## src/hdl/ala_defs.svh

```systemverilog
// Constants for the latched alarm block: bit positions, offsets, resets.
// Assumes inclusion by bare name from package and design files.
`ifndef ALA_DEFS_SVH
`define ALA_DEFS_SVH

`define ALA_WIDTH          16
`define ALA_BIT_POR        0
`define ALA_BIT_CDTOG      1
`define ALA_BIT_INIT       2
`define ALA_BIT_TIMER      3
`define ALA_BIT_SLEEP      4
`define ALA_BIT_WAKE       5
`define ALA_BIT_VSCAN      6
`define ALA_BIT_FSCAN      7
`define ALA_BIT_BAL        8
`define ALA_BIT_UVSHUT     9
`define ALA_BIT_DISCHOFF   10
`define ALA_BIT_CHARGEOFF  11
`define ALA_BIT_WARNB      12
`define ALA_BIT_WARNA      13
`define ALA_BIT_FAULTB     14
`define ALA_BIT_FAULTA     15

`define ALA_ADDR_W         4
`define ALA_OFS_LATCHED    4'h0
`define ALA_OFS_RAW        4'h1
`define ALA_OFS_ENABLE     4'h2
`define ALA_OFS_PINSTAT    4'h3

`define ALA_RST_FLAGS      16'h0000
`define ALA_RST_ENABLE     16'hffff
`define ALA_RST_ZERO16     16'h0000

`endif

```

## src/hdl/ala_pkg.sv

```systemverilog
// Types shared by the latched alarm block.
// Assumes ala_defs.svh is on the include path.
`include "ala_defs.svh"

package ala_pkg;

    // Event sources as levels or pulses, 17 for the 16 status bits; both undervoltage sources share bit 9
    typedef struct packed {
        logic faultA;
        logic faultB;
        logic warnA;
        logic warnB;
        logic chargeDriverOn;
        logic dischDriverOn;
        logic cellUnderShut;
        logic stackUnderShut;
        logic balancing;
        logic fullScanDone;
        logic voltScanDone;
        logic wakePulse;
        logic sleepPulse;
        logic timerPulse;
        logic startupDone;
        logic chargerDetDebounced;
        logic porFlag;
    } ala_events_t;

    // Simple register port
    typedef struct packed {
        logic [`ALA_ADDR_W-1:0] addr;
        logic [`ALA_WIDTH-1:0]  wdata;
        logic                   wr;
        logic                   rd;
    } ala_bus_t;

endpackage

```

## src/hdl/ala_flag_bit.sv

```systemverilog
// One latched alarm flag with set-over-clear priority.
// Assumes set and clear are synchronous single-cycle terms.
`timescale 1ns/1ps
`default_nettype none

module ala_flag_bit (
    // Clock and reset
    input  wire logic clk_sys,
    input  wire logic rst,
    // Control
    input  wire logic setEv,
    input  wire logic clearEv,
    // State
    output var  logic flag_reg
);

    logic flag_next;

    // Set wins so an event in the clearing cycle is kept
    assign flag_next = setEv | (flag_reg & ~clearEv);

    // Flag storage
    always_ff @(posedge clk_sys or posedge rst) begin
        if (rst) begin
            flag_reg <= 1'b0;
        end else begin
            flag_reg <= flag_next;
        end
    end

endmodule

`default_nettype wire

```

## src/hdl/ala_alarm_latch.sv

```systemverilog
// Latched alarm status with enable mask and open-drain alert output.
// Assumes event inputs synchronous to clk_sys; host uses simple port.
`timescale 1ns/1ps
`default_nettype none
`include "ala_defs.svh"

//
// Contract
// Latch bit 14 on second fault word set
// Latch bit 13 on first warning word set
// Latch bit 12 on second warning word set
// Latch bit 11 when charge driver disables
// Latch bit 10 when discharge driver disables
// Latch bit 9 on cell/stack undervoltage shutdown
// Latch bit 8 while balancing is active
// Latch bit 7 on full scan done
// Latch bit 6 on voltage scan done
// Latch bit 5 on wake from sleep
// Latch bit 4 on sleep entry
// Latch bit 3 on timer expiry
// Latch bit 2 on startup sequence done
// Latch bit 1 on debounced detector change
// Latch bit 0 on full reset indication
// Writing one clears the flag
// Alert low while any flag set
// Latch bit 15 on first fault word
// Enable mask gates each raw bit
// Alert released, never driven high
// Release when clear; zero writes ignored
// Set beats simultaneous clear
module ala_alarm_latch (
    // Clock and reset
    input  wire logic                   clk_sys,
    input  wire logic                   rst,
    // Event sources
    input  wire ala_pkg::ala_events_t   events,
    // Register port
    input  wire ala_pkg::ala_bus_t      bus,
    output var  logic [`ALA_WIDTH-1:0]  rdata_reg,
    // Alert pin, open drain
    output var  logic                   alertOut_reg,
    output var  logic                   alertOe_reg
);

    localparam int W = `ALA_WIDTH;

    ////////////////////////////////////////////////////////////////////
    // Edge memory for level sources

    logic          chargeOnDly_reg;
    logic          dischOnDly_reg;
    logic          chargerDetDly_reg;
    logic [W-1:0]  rawLevelDly_reg;
    logic [W-1:0]  enable_reg;
    logic [W-1:0]  flags;
    logic [W-1:0]  raw;
    logic [W-1:0]  rising;
    logic [W-1:0]  setVec;
    logic [W-1:0]  clrVec;
    logic [W-1:0]  keepVec;
    logic          anyFlag;

    // Raw word: levels for status sources, pulses for scan/timer events
    assign raw[`ALA_BIT_FAULTA] = events.faultA;
    assign raw[`ALA_BIT_FAULTB] = events.faultB;
    assign raw[`ALA_BIT_WARNA]  = events.warnA;
    assign raw[`ALA_BIT_WARNB]  = events.warnB;
    assign raw[`ALA_BIT_CHARGEOFF] = ~events.chargeDriverOn;
    assign raw[`ALA_BIT_DISCHOFF]  = ~events.dischDriverOn;
    assign raw[`ALA_BIT_UVSHUT]    = events.cellUnderShut | events.stackUnderShut;
    assign raw[`ALA_BIT_BAL]    = events.balancing;
    assign raw[`ALA_BIT_FSCAN]  = events.fullScanDone;
    assign raw[`ALA_BIT_VSCAN]  = events.voltScanDone;
    assign raw[`ALA_BIT_WAKE]   = events.wakePulse;
    assign raw[`ALA_BIT_SLEEP]  = events.sleepPulse;
    assign raw[`ALA_BIT_TIMER]  = events.timerPulse;
    assign raw[`ALA_BIT_INIT]   = events.startupDone;
    assign raw[`ALA_BIT_CDTOG]  = events.chargerDetDebounced ^ chargerDetDly_reg;
    assign raw[`ALA_BIT_POR]    = events.porFlag;

    // Fault and warning words latch on becoming set; a steady level
    // would otherwise refill the flag every cycle after the host clears it
    assign rising[`ALA_BIT_FAULTA] = raw[`ALA_BIT_FAULTA] & ~rawLevelDly_reg[`ALA_BIT_FAULTA];
    assign rising[`ALA_BIT_FAULTB] = raw[`ALA_BIT_FAULTB] & ~rawLevelDly_reg[`ALA_BIT_FAULTB];
    assign rising[`ALA_BIT_WARNA]  = raw[`ALA_BIT_WARNA] & ~rawLevelDly_reg[`ALA_BIT_WARNA];
    assign rising[`ALA_BIT_WARNB]  = raw[`ALA_BIT_WARNB] & ~rawLevelDly_reg[`ALA_BIT_WARNB];
    assign rising[`ALA_BIT_CHARGEOFF] = ~events.chargeDriverOn & chargeOnDly_reg;
    assign rising[`ALA_BIT_DISCHOFF]  = ~events.dischDriverOn & dischOnDly_reg;
    assign rising[`ALA_BIT_UVSHUT]    = raw[`ALA_BIT_UVSHUT];
    assign rising[`ALA_BIT_BAL]    = raw[`ALA_BIT_BAL];
    assign rising[`ALA_BIT_FSCAN]  = raw[`ALA_BIT_FSCAN];
    assign rising[`ALA_BIT_VSCAN]  = raw[`ALA_BIT_VSCAN];
    assign rising[`ALA_BIT_WAKE]   = raw[`ALA_BIT_WAKE];
    assign rising[`ALA_BIT_SLEEP]  = raw[`ALA_BIT_SLEEP];
    assign rising[`ALA_BIT_TIMER]  = raw[`ALA_BIT_TIMER];
    assign rising[`ALA_BIT_INIT]   = raw[`ALA_BIT_INIT];
    assign rising[`ALA_BIT_CDTOG]  = raw[`ALA_BIT_CDTOG];
    assign rising[`ALA_BIT_POR]    = raw[`ALA_BIT_POR];

    // Mask gates every source into the latched word
    assign setVec = rising & enable_reg;

    // History of level sources
    always_ff @(posedge clk_sys or posedge rst) begin
        if (rst) begin
            chargeOnDly_reg   <= 1'b1;
            dischOnDly_reg    <= 1'b1;
            chargerDetDly_reg <= 1'b0;
            rawLevelDly_reg   <= `ALA_RST_ZERO16;
        end else begin
            chargeOnDly_reg   <= events.chargeDriverOn;
            dischOnDly_reg    <= events.dischDriverOn;
            chargerDetDly_reg <= events.chargerDetDebounced;
            rawLevelDly_reg   <= raw;
        end
    end

    ////////////////////////////////////////////////////////////////////
    // Register port decode

    wire wrLatched = bus.wr && (bus.addr == `ALA_OFS_LATCHED);
    wire wrEnable  = bus.wr && (bus.addr == `ALA_OFS_ENABLE);

    // Only ones clear; zeros leave flags alone
    assign clrVec = wrLatched ? bus.wdata : `ALA_RST_ZERO16;

    // Flags that no write clears this cycle, for the hold check
    assign keepVec = flags & ~clrVec;

    // Read mux; unmapped offsets read zero
    logic [W-1:0] rdata_next;
    assign rdata_next =
        !bus.rd                          ? `ALA_RST_ZERO16 :
        (bus.addr == `ALA_OFS_LATCHED)   ? flags :
        (bus.addr == `ALA_OFS_RAW)       ? raw :
        (bus.addr == `ALA_OFS_ENABLE)    ? enable_reg :
        (bus.addr == `ALA_OFS_PINSTAT)   ? {{(W-1){1'b0}}, alertOe_reg} :
                                           `ALA_RST_ZERO16;

    // Mask and read data registers
    always_ff @(posedge clk_sys or posedge rst) begin
        if (rst) begin
            enable_reg <= `ALA_RST_ENABLE;
            rdata_reg  <= `ALA_RST_ZERO16;
        end else begin
            if (wrEnable) begin
                enable_reg <= bus.wdata;
            end
            rdata_reg <= rdata_next;
        end
    end

    ////////////////////////////////////////////////////////////////////
    // Latched flags

    genvar gi;
    generate
        for (gi = 0; gi < W; gi++) begin : gFlag
            ala_flag_bit uFlag (
                .clk_sys (clk_sys),
                .rst     (rst),
                .setEv   (setVec[gi]),
                .clearEv (clrVec[gi]),
                .flag_reg(flags[gi])
            );
        end
    endgenerate

    ////////////////////////////////////////////////////////////////////
    // Alert pin: only pulls low, otherwise released

    assign anyFlag = |flags;

    always_ff @(posedge clk_sys or posedge rst) begin
        if (rst) begin
            alertOut_reg <= 1'b0;
            alertOe_reg  <= 1'b0;
        end else begin
            alertOut_reg <= 1'b0;
            alertOe_reg  <= anyFlag;
        end
    end

    ////////////////////////////////////////////////////////////////////
    // Checks

    alert_follows_a: assert property (@(posedge clk_sys) disable iff (rst)
        anyFlag |=> alertOe_reg)
        else $error("alert not asserted with flag set");

    alert_release_a: assert property (@(posedge clk_sys) disable iff (rst)
        !anyFlag |=> !alertOe_reg)
        else $error("alert held with no flag");

    never_high_a: assert property (@(posedge clk_sys) disable iff (rst)
        alertOe_reg |-> !alertOut_reg)
        else $error("alert driven high");

    set_wins_a: assert property (@(posedge clk_sys) disable iff (rst)
        (setVec[`ALA_BIT_BAL] && clrVec[`ALA_BIT_BAL]) |=> flags[`ALA_BIT_BAL])
        else $error("event lost on clear");

    w1c_clear_a: assert property (@(posedge clk_sys) disable iff (rst)
        (wrLatched && bus.wdata[`ALA_BIT_TIMER] && !setVec[`ALA_BIT_TIMER])
        |=> !flags[`ALA_BIT_TIMER])
        else $error("write one failed to clear");

    zero_keeps_a: assert property (@(posedge clk_sys) disable iff (rst)
        (flags[`ALA_BIT_INIT] && !clrVec[`ALA_BIT_INIT]) |=> flags[`ALA_BIT_INIT])
        else $error("flag lost without clear");

    mask_gates_a: assert property (@(posedge clk_sys) disable iff (rst)
        (!flags[`ALA_BIT_WAKE] && !enable_reg[`ALA_BIT_WAKE]) |=> !flags[`ALA_BIT_WAKE])
        else $error("masked source latched");

    charge_off_a: assert property (@(posedge clk_sys) disable iff (rst)
        ($fell(events.chargeDriverOn) && enable_reg[`ALA_BIT_CHARGEOFF])
        |=> flags[`ALA_BIT_CHARGEOFF])
        else $error("charge off not latched");

    toggle_a: assert property (@(posedge clk_sys) disable iff (rst)
        ($changed(events.chargerDetDebounced) && enable_reg[`ALA_BIT_CDTOG])
        |=> flags[`ALA_BIT_CDTOG])
        else $error("detector change not latched");

    undervolt_alert_a: assert property (@(posedge clk_sys) disable iff (rst)
        (events.stackUnderShut && enable_reg[`ALA_BIT_UVSHUT]) |=> ##1 alertOe_reg)
        else $error("undervoltage did not alert");

    // Per-source latching, one check for each bit of the word except 11 and 1
    fault_a_latch_a: assert property (@(posedge clk_sys) disable iff (rst)
        ($rose(events.faultA) && enable_reg[`ALA_BIT_FAULTA])
        |=> flags[`ALA_BIT_FAULTA])
        else $error("first fault word not latched");

    fault_b_latch_a: assert property (@(posedge clk_sys) disable iff (rst)
        ($rose(events.faultB) && enable_reg[`ALA_BIT_FAULTB])
        |=> flags[`ALA_BIT_FAULTB])
        else $error("second fault word not latched");

    warn_a_latch_a: assert property (@(posedge clk_sys) disable iff (rst)
        ($rose(events.warnA) && enable_reg[`ALA_BIT_WARNA])
        |=> flags[`ALA_BIT_WARNA])
        else $error("first warning word not latched");

    warn_b_latch_a: assert property (@(posedge clk_sys) disable iff (rst)
        ($rose(events.warnB) && enable_reg[`ALA_BIT_WARNB])
        |=> flags[`ALA_BIT_WARNB])
        else $error("second warning word not latched");

    disch_off_a: assert property (@(posedge clk_sys) disable iff (rst)
        ($fell(events.dischDriverOn) && enable_reg[`ALA_BIT_DISCHOFF])
        |=> flags[`ALA_BIT_DISCHOFF])
        else $error("discharge off not latched");

    cell_under_a: assert property (@(posedge clk_sys) disable iff (rst)
        (events.cellUnderShut && enable_reg[`ALA_BIT_UVSHUT])
        |=> flags[`ALA_BIT_UVSHUT])
        else $error("cell undervoltage not latched");

    balance_latch_a: assert property (@(posedge clk_sys) disable iff (rst)
        (events.balancing && enable_reg[`ALA_BIT_BAL])
        |=> flags[`ALA_BIT_BAL])
        else $error("balancing not latched");

    full_scan_a: assert property (@(posedge clk_sys) disable iff (rst)
        (events.fullScanDone && enable_reg[`ALA_BIT_FSCAN])
        |=> flags[`ALA_BIT_FSCAN])
        else $error("full scan not latched");

    volt_scan_a: assert property (@(posedge clk_sys) disable iff (rst)
        (events.voltScanDone && enable_reg[`ALA_BIT_VSCAN])
        |=> flags[`ALA_BIT_VSCAN])
        else $error("voltage scan not latched");

    wake_latch_a: assert property (@(posedge clk_sys) disable iff (rst)
        (events.wakePulse && enable_reg[`ALA_BIT_WAKE])
        |=> flags[`ALA_BIT_WAKE])
        else $error("wake not latched");

    sleep_latch_a: assert property (@(posedge clk_sys) disable iff (rst)
        (events.sleepPulse && enable_reg[`ALA_BIT_SLEEP])
        |=> flags[`ALA_BIT_SLEEP])
        else $error("sleep entry not latched");

    timer_latch_a: assert property (@(posedge clk_sys) disable iff (rst)
        (events.timerPulse && enable_reg[`ALA_BIT_TIMER])
        |=> flags[`ALA_BIT_TIMER])
        else $error("timer expiry not latched");

    startup_latch_a: assert property (@(posedge clk_sys) disable iff (rst)
        (events.startupDone && enable_reg[`ALA_BIT_INIT])
        |=> flags[`ALA_BIT_INIT])
        else $error("startup done not latched");

    reset_ind_a: assert property (@(posedge clk_sys) disable iff (rst)
        (events.porFlag && enable_reg[`ALA_BIT_POR])
        |=> flags[`ALA_BIT_POR])
        else $error("reset indication not latched");

    // Whole-word clear and hold, beyond the single-bit checks above
    clear_all_a: assert property (@(posedge clk_sys) disable iff (rst)
        (wrLatched && ((bus.wdata & setVec) == `ALA_RST_ZERO16))
        |=> ((flags & $past(bus.wdata)) == `ALA_RST_ZERO16))
        else $error("written ones left flags set");

    keep_all_a: assert property (@(posedge clk_sys) disable iff (rst)
        (keepVec != `ALA_RST_ZERO16)
        |=> ((flags & $past(keepVec)) == $past(keepVec)))
        else $error("flag dropped without a clear");

endmodule

`default_nettype wire

```

## config.mk

```make
export PLATFORM = sky130hd
export DESIGN_NAME = ala_alarm_latch
export DESIGN_NICKNAME = d
export VERILOG_FILES = /design/src/hdl/ala_pkg.sv /design/src/hdl/ala_flag_bit.sv /design/src/hdl/ala_alarm_latch.sv
export VERILOG_INCLUDE_DIRS = /design/src /design/src/hdl
export SDC_FILE = /design/constraint.sdc
export NUM_CORES = 1
export LEC_CHECK = 0
export ABC_AREA = 1
export BUFFER_PORTS_ARGS = -buffer_cell sky130_fd_sc_hd__buf_2
export CAP_MARGIN = 20
export CORE_MARGIN = 10
export CORE_UTILIZATION = 39
export DETAILED_ROUTE_END_ITERATION = 6
export PLACE_DENSITY_LB_ADDON = 0.1
export SLEW_MARGIN = 20
export SYNTH_ARGS = -nofsm -noshare
export SYNTH_HDL_FRONTEND = slang
export SYNTH_SLANG_ARGS = --single-unit
export TNS_END_PERCENT = 1
```

## constraint.sdc

```tcl
create_clock -name clk_sys -period 3.1 [get_ports clk_sys]
set_clock_uncertainty 0.1 [all_clocks]
set_input_delay 0.155 -clock clk_sys [delete_from_list [all_inputs] [get_ports clk_sys]]
set_output_delay 0.155 -clock clk_sys [all_outputs]
set_load 0.02 [all_outputs]
```

==> impl_metrics.env <==
export IMPL_outcome="finished clean"
export IMPL_setup_viol=0
export IMPL_synth_top_area_cell="dfrtp_1"
export IMPL_clock_sinks=56
export IMPL_synth_seq_area_share_pct=51.6
export IMPL_final_util_pct=51.4
export IMPL_cts_tree="yes"
export IMPL_min_path_type="in2reg"
export IMPL_drive_gt1_share_pct=24.0
export IMPL_ir_worst_vdd_uv=178
export IMPL_cp_end_kind="flip-flop"
export IMPL_maxSlewViolCount=0
export IMPL_hold_viol_final=0
export IMPL_slowest_stage="nor2_2"
export IMPL_drt_vias_per_instance=4.58
export IMPL_routedWlPerCell_um=13.4
export IMPL_start_util_pct=40.4
export IMPL_start_kind="primary input"
export IMPL_ys_flop_type="dfrtp_1"
export IMPL_synth_top_cells_by_count="102 x nand2_1, 55 x inv_1, 38 x dfrtp_1, 38 x nand3_1, 18 x dfstp_2"
export IMPL_power_leakage_nw=1.82
export IMPL_max_slew_margin_rel_pct=56.0
export IMPL_die_w_um=104
export IMPL_cp_top_family="simple AND/OR/NAND/NOR gates"
export IMPL_synth_area_leaders="dfrtp_1 34%, dfstp_2 17%, nand2_1 14%"
export IMPL_rows=30
export IMPL_worstPathMaxFanout=20
export IMPL_crit_path_cell_trace="buf_2, nor2_2, buf_4, nand4_1, nand2_1, nand2_1"
export IMPL_initialDrtViolationCount=102
export IMPL_core_sq_mm=0.00683
export IMPL_synth_most_common_cell="nand2_1"
export IMPL_power_density_mw_per_mm2=466
export IMPL_syn_inst=352
export IMPL_drc_errors=0
export IMPL_cts_root_buffer="clkbuf_8"
export IMPL_fmax_ghz=0.677
export IMPL_yosys_area_top_type_share_pct=34.4
export IMPL_maxCapViolations=0
export IMPL_p_sw_share_pct=28.8
export IMPL_path_common_cell="nand2_1"
export IMPL_crit_arrival_ns=1.58
export IMPL_ys_ff_latch=56
export IMPL_clk_pin_slew_worst_paths_ns=0.09
export IMPL_hpwl_um=4800
export IMPL_drt_pass1_iterations=4
export IMPL_synthesis_nets=393
export IMPL_overflow=0
export IMPL_cp_required_ns=3.20
export IMPL_fin_crit_ns=1.48
export IMPL_seq_power_share_pct=56.1
export IMPL_cts_made_buffers=5
export IMPL_diodes=0
export IMPL_clock_latency_ns=0.31
export IMPL_grt_util_all_layers_pct=13.4
export IMPL_switching_power_w=0.000471
export IMPL_ys_warn_count=0
export IMPL_grt_max_degree=57
export IMPL_antenna_found_initial=0
export IMPL_max_stage_delay_ns=0.57
export IMPL_avgSynthCellArea_sq_um=7.84
export IMPL_area_growth_syn_to_layout_pct=27.1
export IMPL_grt_setup_unrepaired="false"
export IMPL_postRouteAntennaNets=0
export IMPL_crit_type="in2reg"
export IMPL_clkPwrFrac_pct=25.2
export IMPL_die_h_um=104
export IMPL_fin_setup_tns_ns=0
export IMPL_finalCritPeriodShare_pct=47.7
export IMPL_ys_types=22
export IMPL_wirelength_um=7110
export IMPL_grt_pass1_vias=2563
export IMPL_h_tree_depth=2
export IMPL_num_vias=2427
export IMPL_postSynth_asyncResetShare_pct=100
export IMPL_p_int_w=0.00117
export IMPL_io_pins=59
export IMPL_path_buf_inv=2
export IMPL_synth_area_sq_mm=0.00276
export IMPL_worst_pin_slew_ns=0.659
export IMPL_final_nets=474
export IMPL_grt_pass1_wl_um=12300
export IMPL_place_gp_congestion=0.806
export IMPL_cts_setup_buffers=0
export IMPL_numPortBuffers=57
export IMPL_synth_edff_count=0
export IMPL_comb_power_share_pct=18.7
export IMPL_dieArea_sq_mm=0.0108
export IMPL_cts_buffer_depth=2
[path summary, 6_finish.rpt]
| path | startpoint | endpoint | slack (ns) | depth (start not counted) |
|---|---|---|---|---|
| min in group asynchronous | rst | gFlag[5].uFlag.flag_reg | 0.33 | 4 |
| max | bus[19] | gFlag[14].uFlag.flag_reg | 1.62 | 6 |
| min | events[10] | gFlag[9].uFlag.flag_reg | 0.06 | 4 |
| max reg2reg | enable_reg[10] | rdata_reg[10] | 1.98 | 6 |
| max in group asynchronous | rst | enable_reg[7] | 2.26 | 4 |
| min reg2reg | enable_reg[13] | enable_reg[13] | 0.38 | 2 |
[per-layer routing]
| layer | vias up | track usage (%) | part of all wire, % |
|---|---|---|---|
| met5 | - | 0 | 0 |
| met4 | 0 | 3.88 | 1.4 |
| met3 | 9 | 3.22 | 3.9 |
| met2 | 50 | 21.9 | 47 |
| met1 | 1118 | 17.1 | 47 |
| li1 | 1250 | - | - |
[power groups by stage]
stage	sequential, W	combinational, W	clock [W]
final	0.000918	0.000307	0.000412
after global routing	0.000934	0.000357	0.000460
after CTS	0.000919	0.000311	0.000433
after detailed placement	0.000933	0.000278	0
after global placement	0.000934	0.000275	0
after floorplan	0.000922	0.000190	0
[layout by cell type, fill, tap and decap left out]
cell	n
inv_2	3
nand2_2	11
nor2_4	2
nor2_2	1
dfstp_2	18
dfrtp_1	38
nand3_1	38
nand4_1	17
nand2_1	102
inv_1	54
clkbuf_1	2
nand4_2	1
o21ai_1	17
buf_2	57
or2_2	1
buf_4	3
nand3b_1	1
clkbuf_8	6
o21ai_0	1
nor2_1	14
conb_1	1
dlygate4sd3_1	32
a21oi_1	13
buf_12	1
[stage by stage]
| stage | hold WS (ns) | cells | setup slack (ns) | area [sq um] | total power (W) |
|---|---|---|---|---|---|
| after floorplan | 0.0595 | 352 | 1.50 | 2760 | 0.00111 |
| after global placement | 0.136 | 490 | 1.34 | 3100 | 0.00121 |
| after detailed placement | 0.136 | 490 | 1.30 | 3100 | 0.00121 |
| after CTS | 0.0575 | 530 | 1.63 | 3510 | 0.00166 |
| after global routing | 0.0837 | 530 | 1.47 | 3510 | 0.00175 |
| final | 0.0610 | 530 | 1.62 | 3510 | 0.00164 |
[cell families (layout without fill, tap and decap cells)]
| group | Yosys count | after routing | synth area share [%] |
|---|---|---|---|
| and+or+nand+nor | 188 | 188 | 30.9 |
| AOI/OAI and AO/OA | 31 | 31 | 5.62 |
| buffers and inverters | 76 | 158 | 11.8 |
| DFF | 56 | 56 | 51.6 |
| other | 1 | 1 | 0.136 |
[repair_timing]
item | CTS | global route
hold buffers | 32 | 0
gates resized for setup | 0 | 0
setup endpoints to repair | 0 | 0
hold endpoints to repair | 77 | 0
[area by class of cell]
class                           count  area (sq um)
Tap cell                           96           120
Timing Repair Buffer               93           648
Inverter                           57           214
Clock buffer                        8          90.1
Sequential cell                    56          1420
Multi-Input combinational cell    220          1010
Fill cell                         693          3320
[worst min-delay path, cell delays in order]
cell	delay (ns)
buf_2	0.07
or2_2	0.11
nand2_1	0.05
nand2_1	0.05
Power figures use the tool's default switching activity.
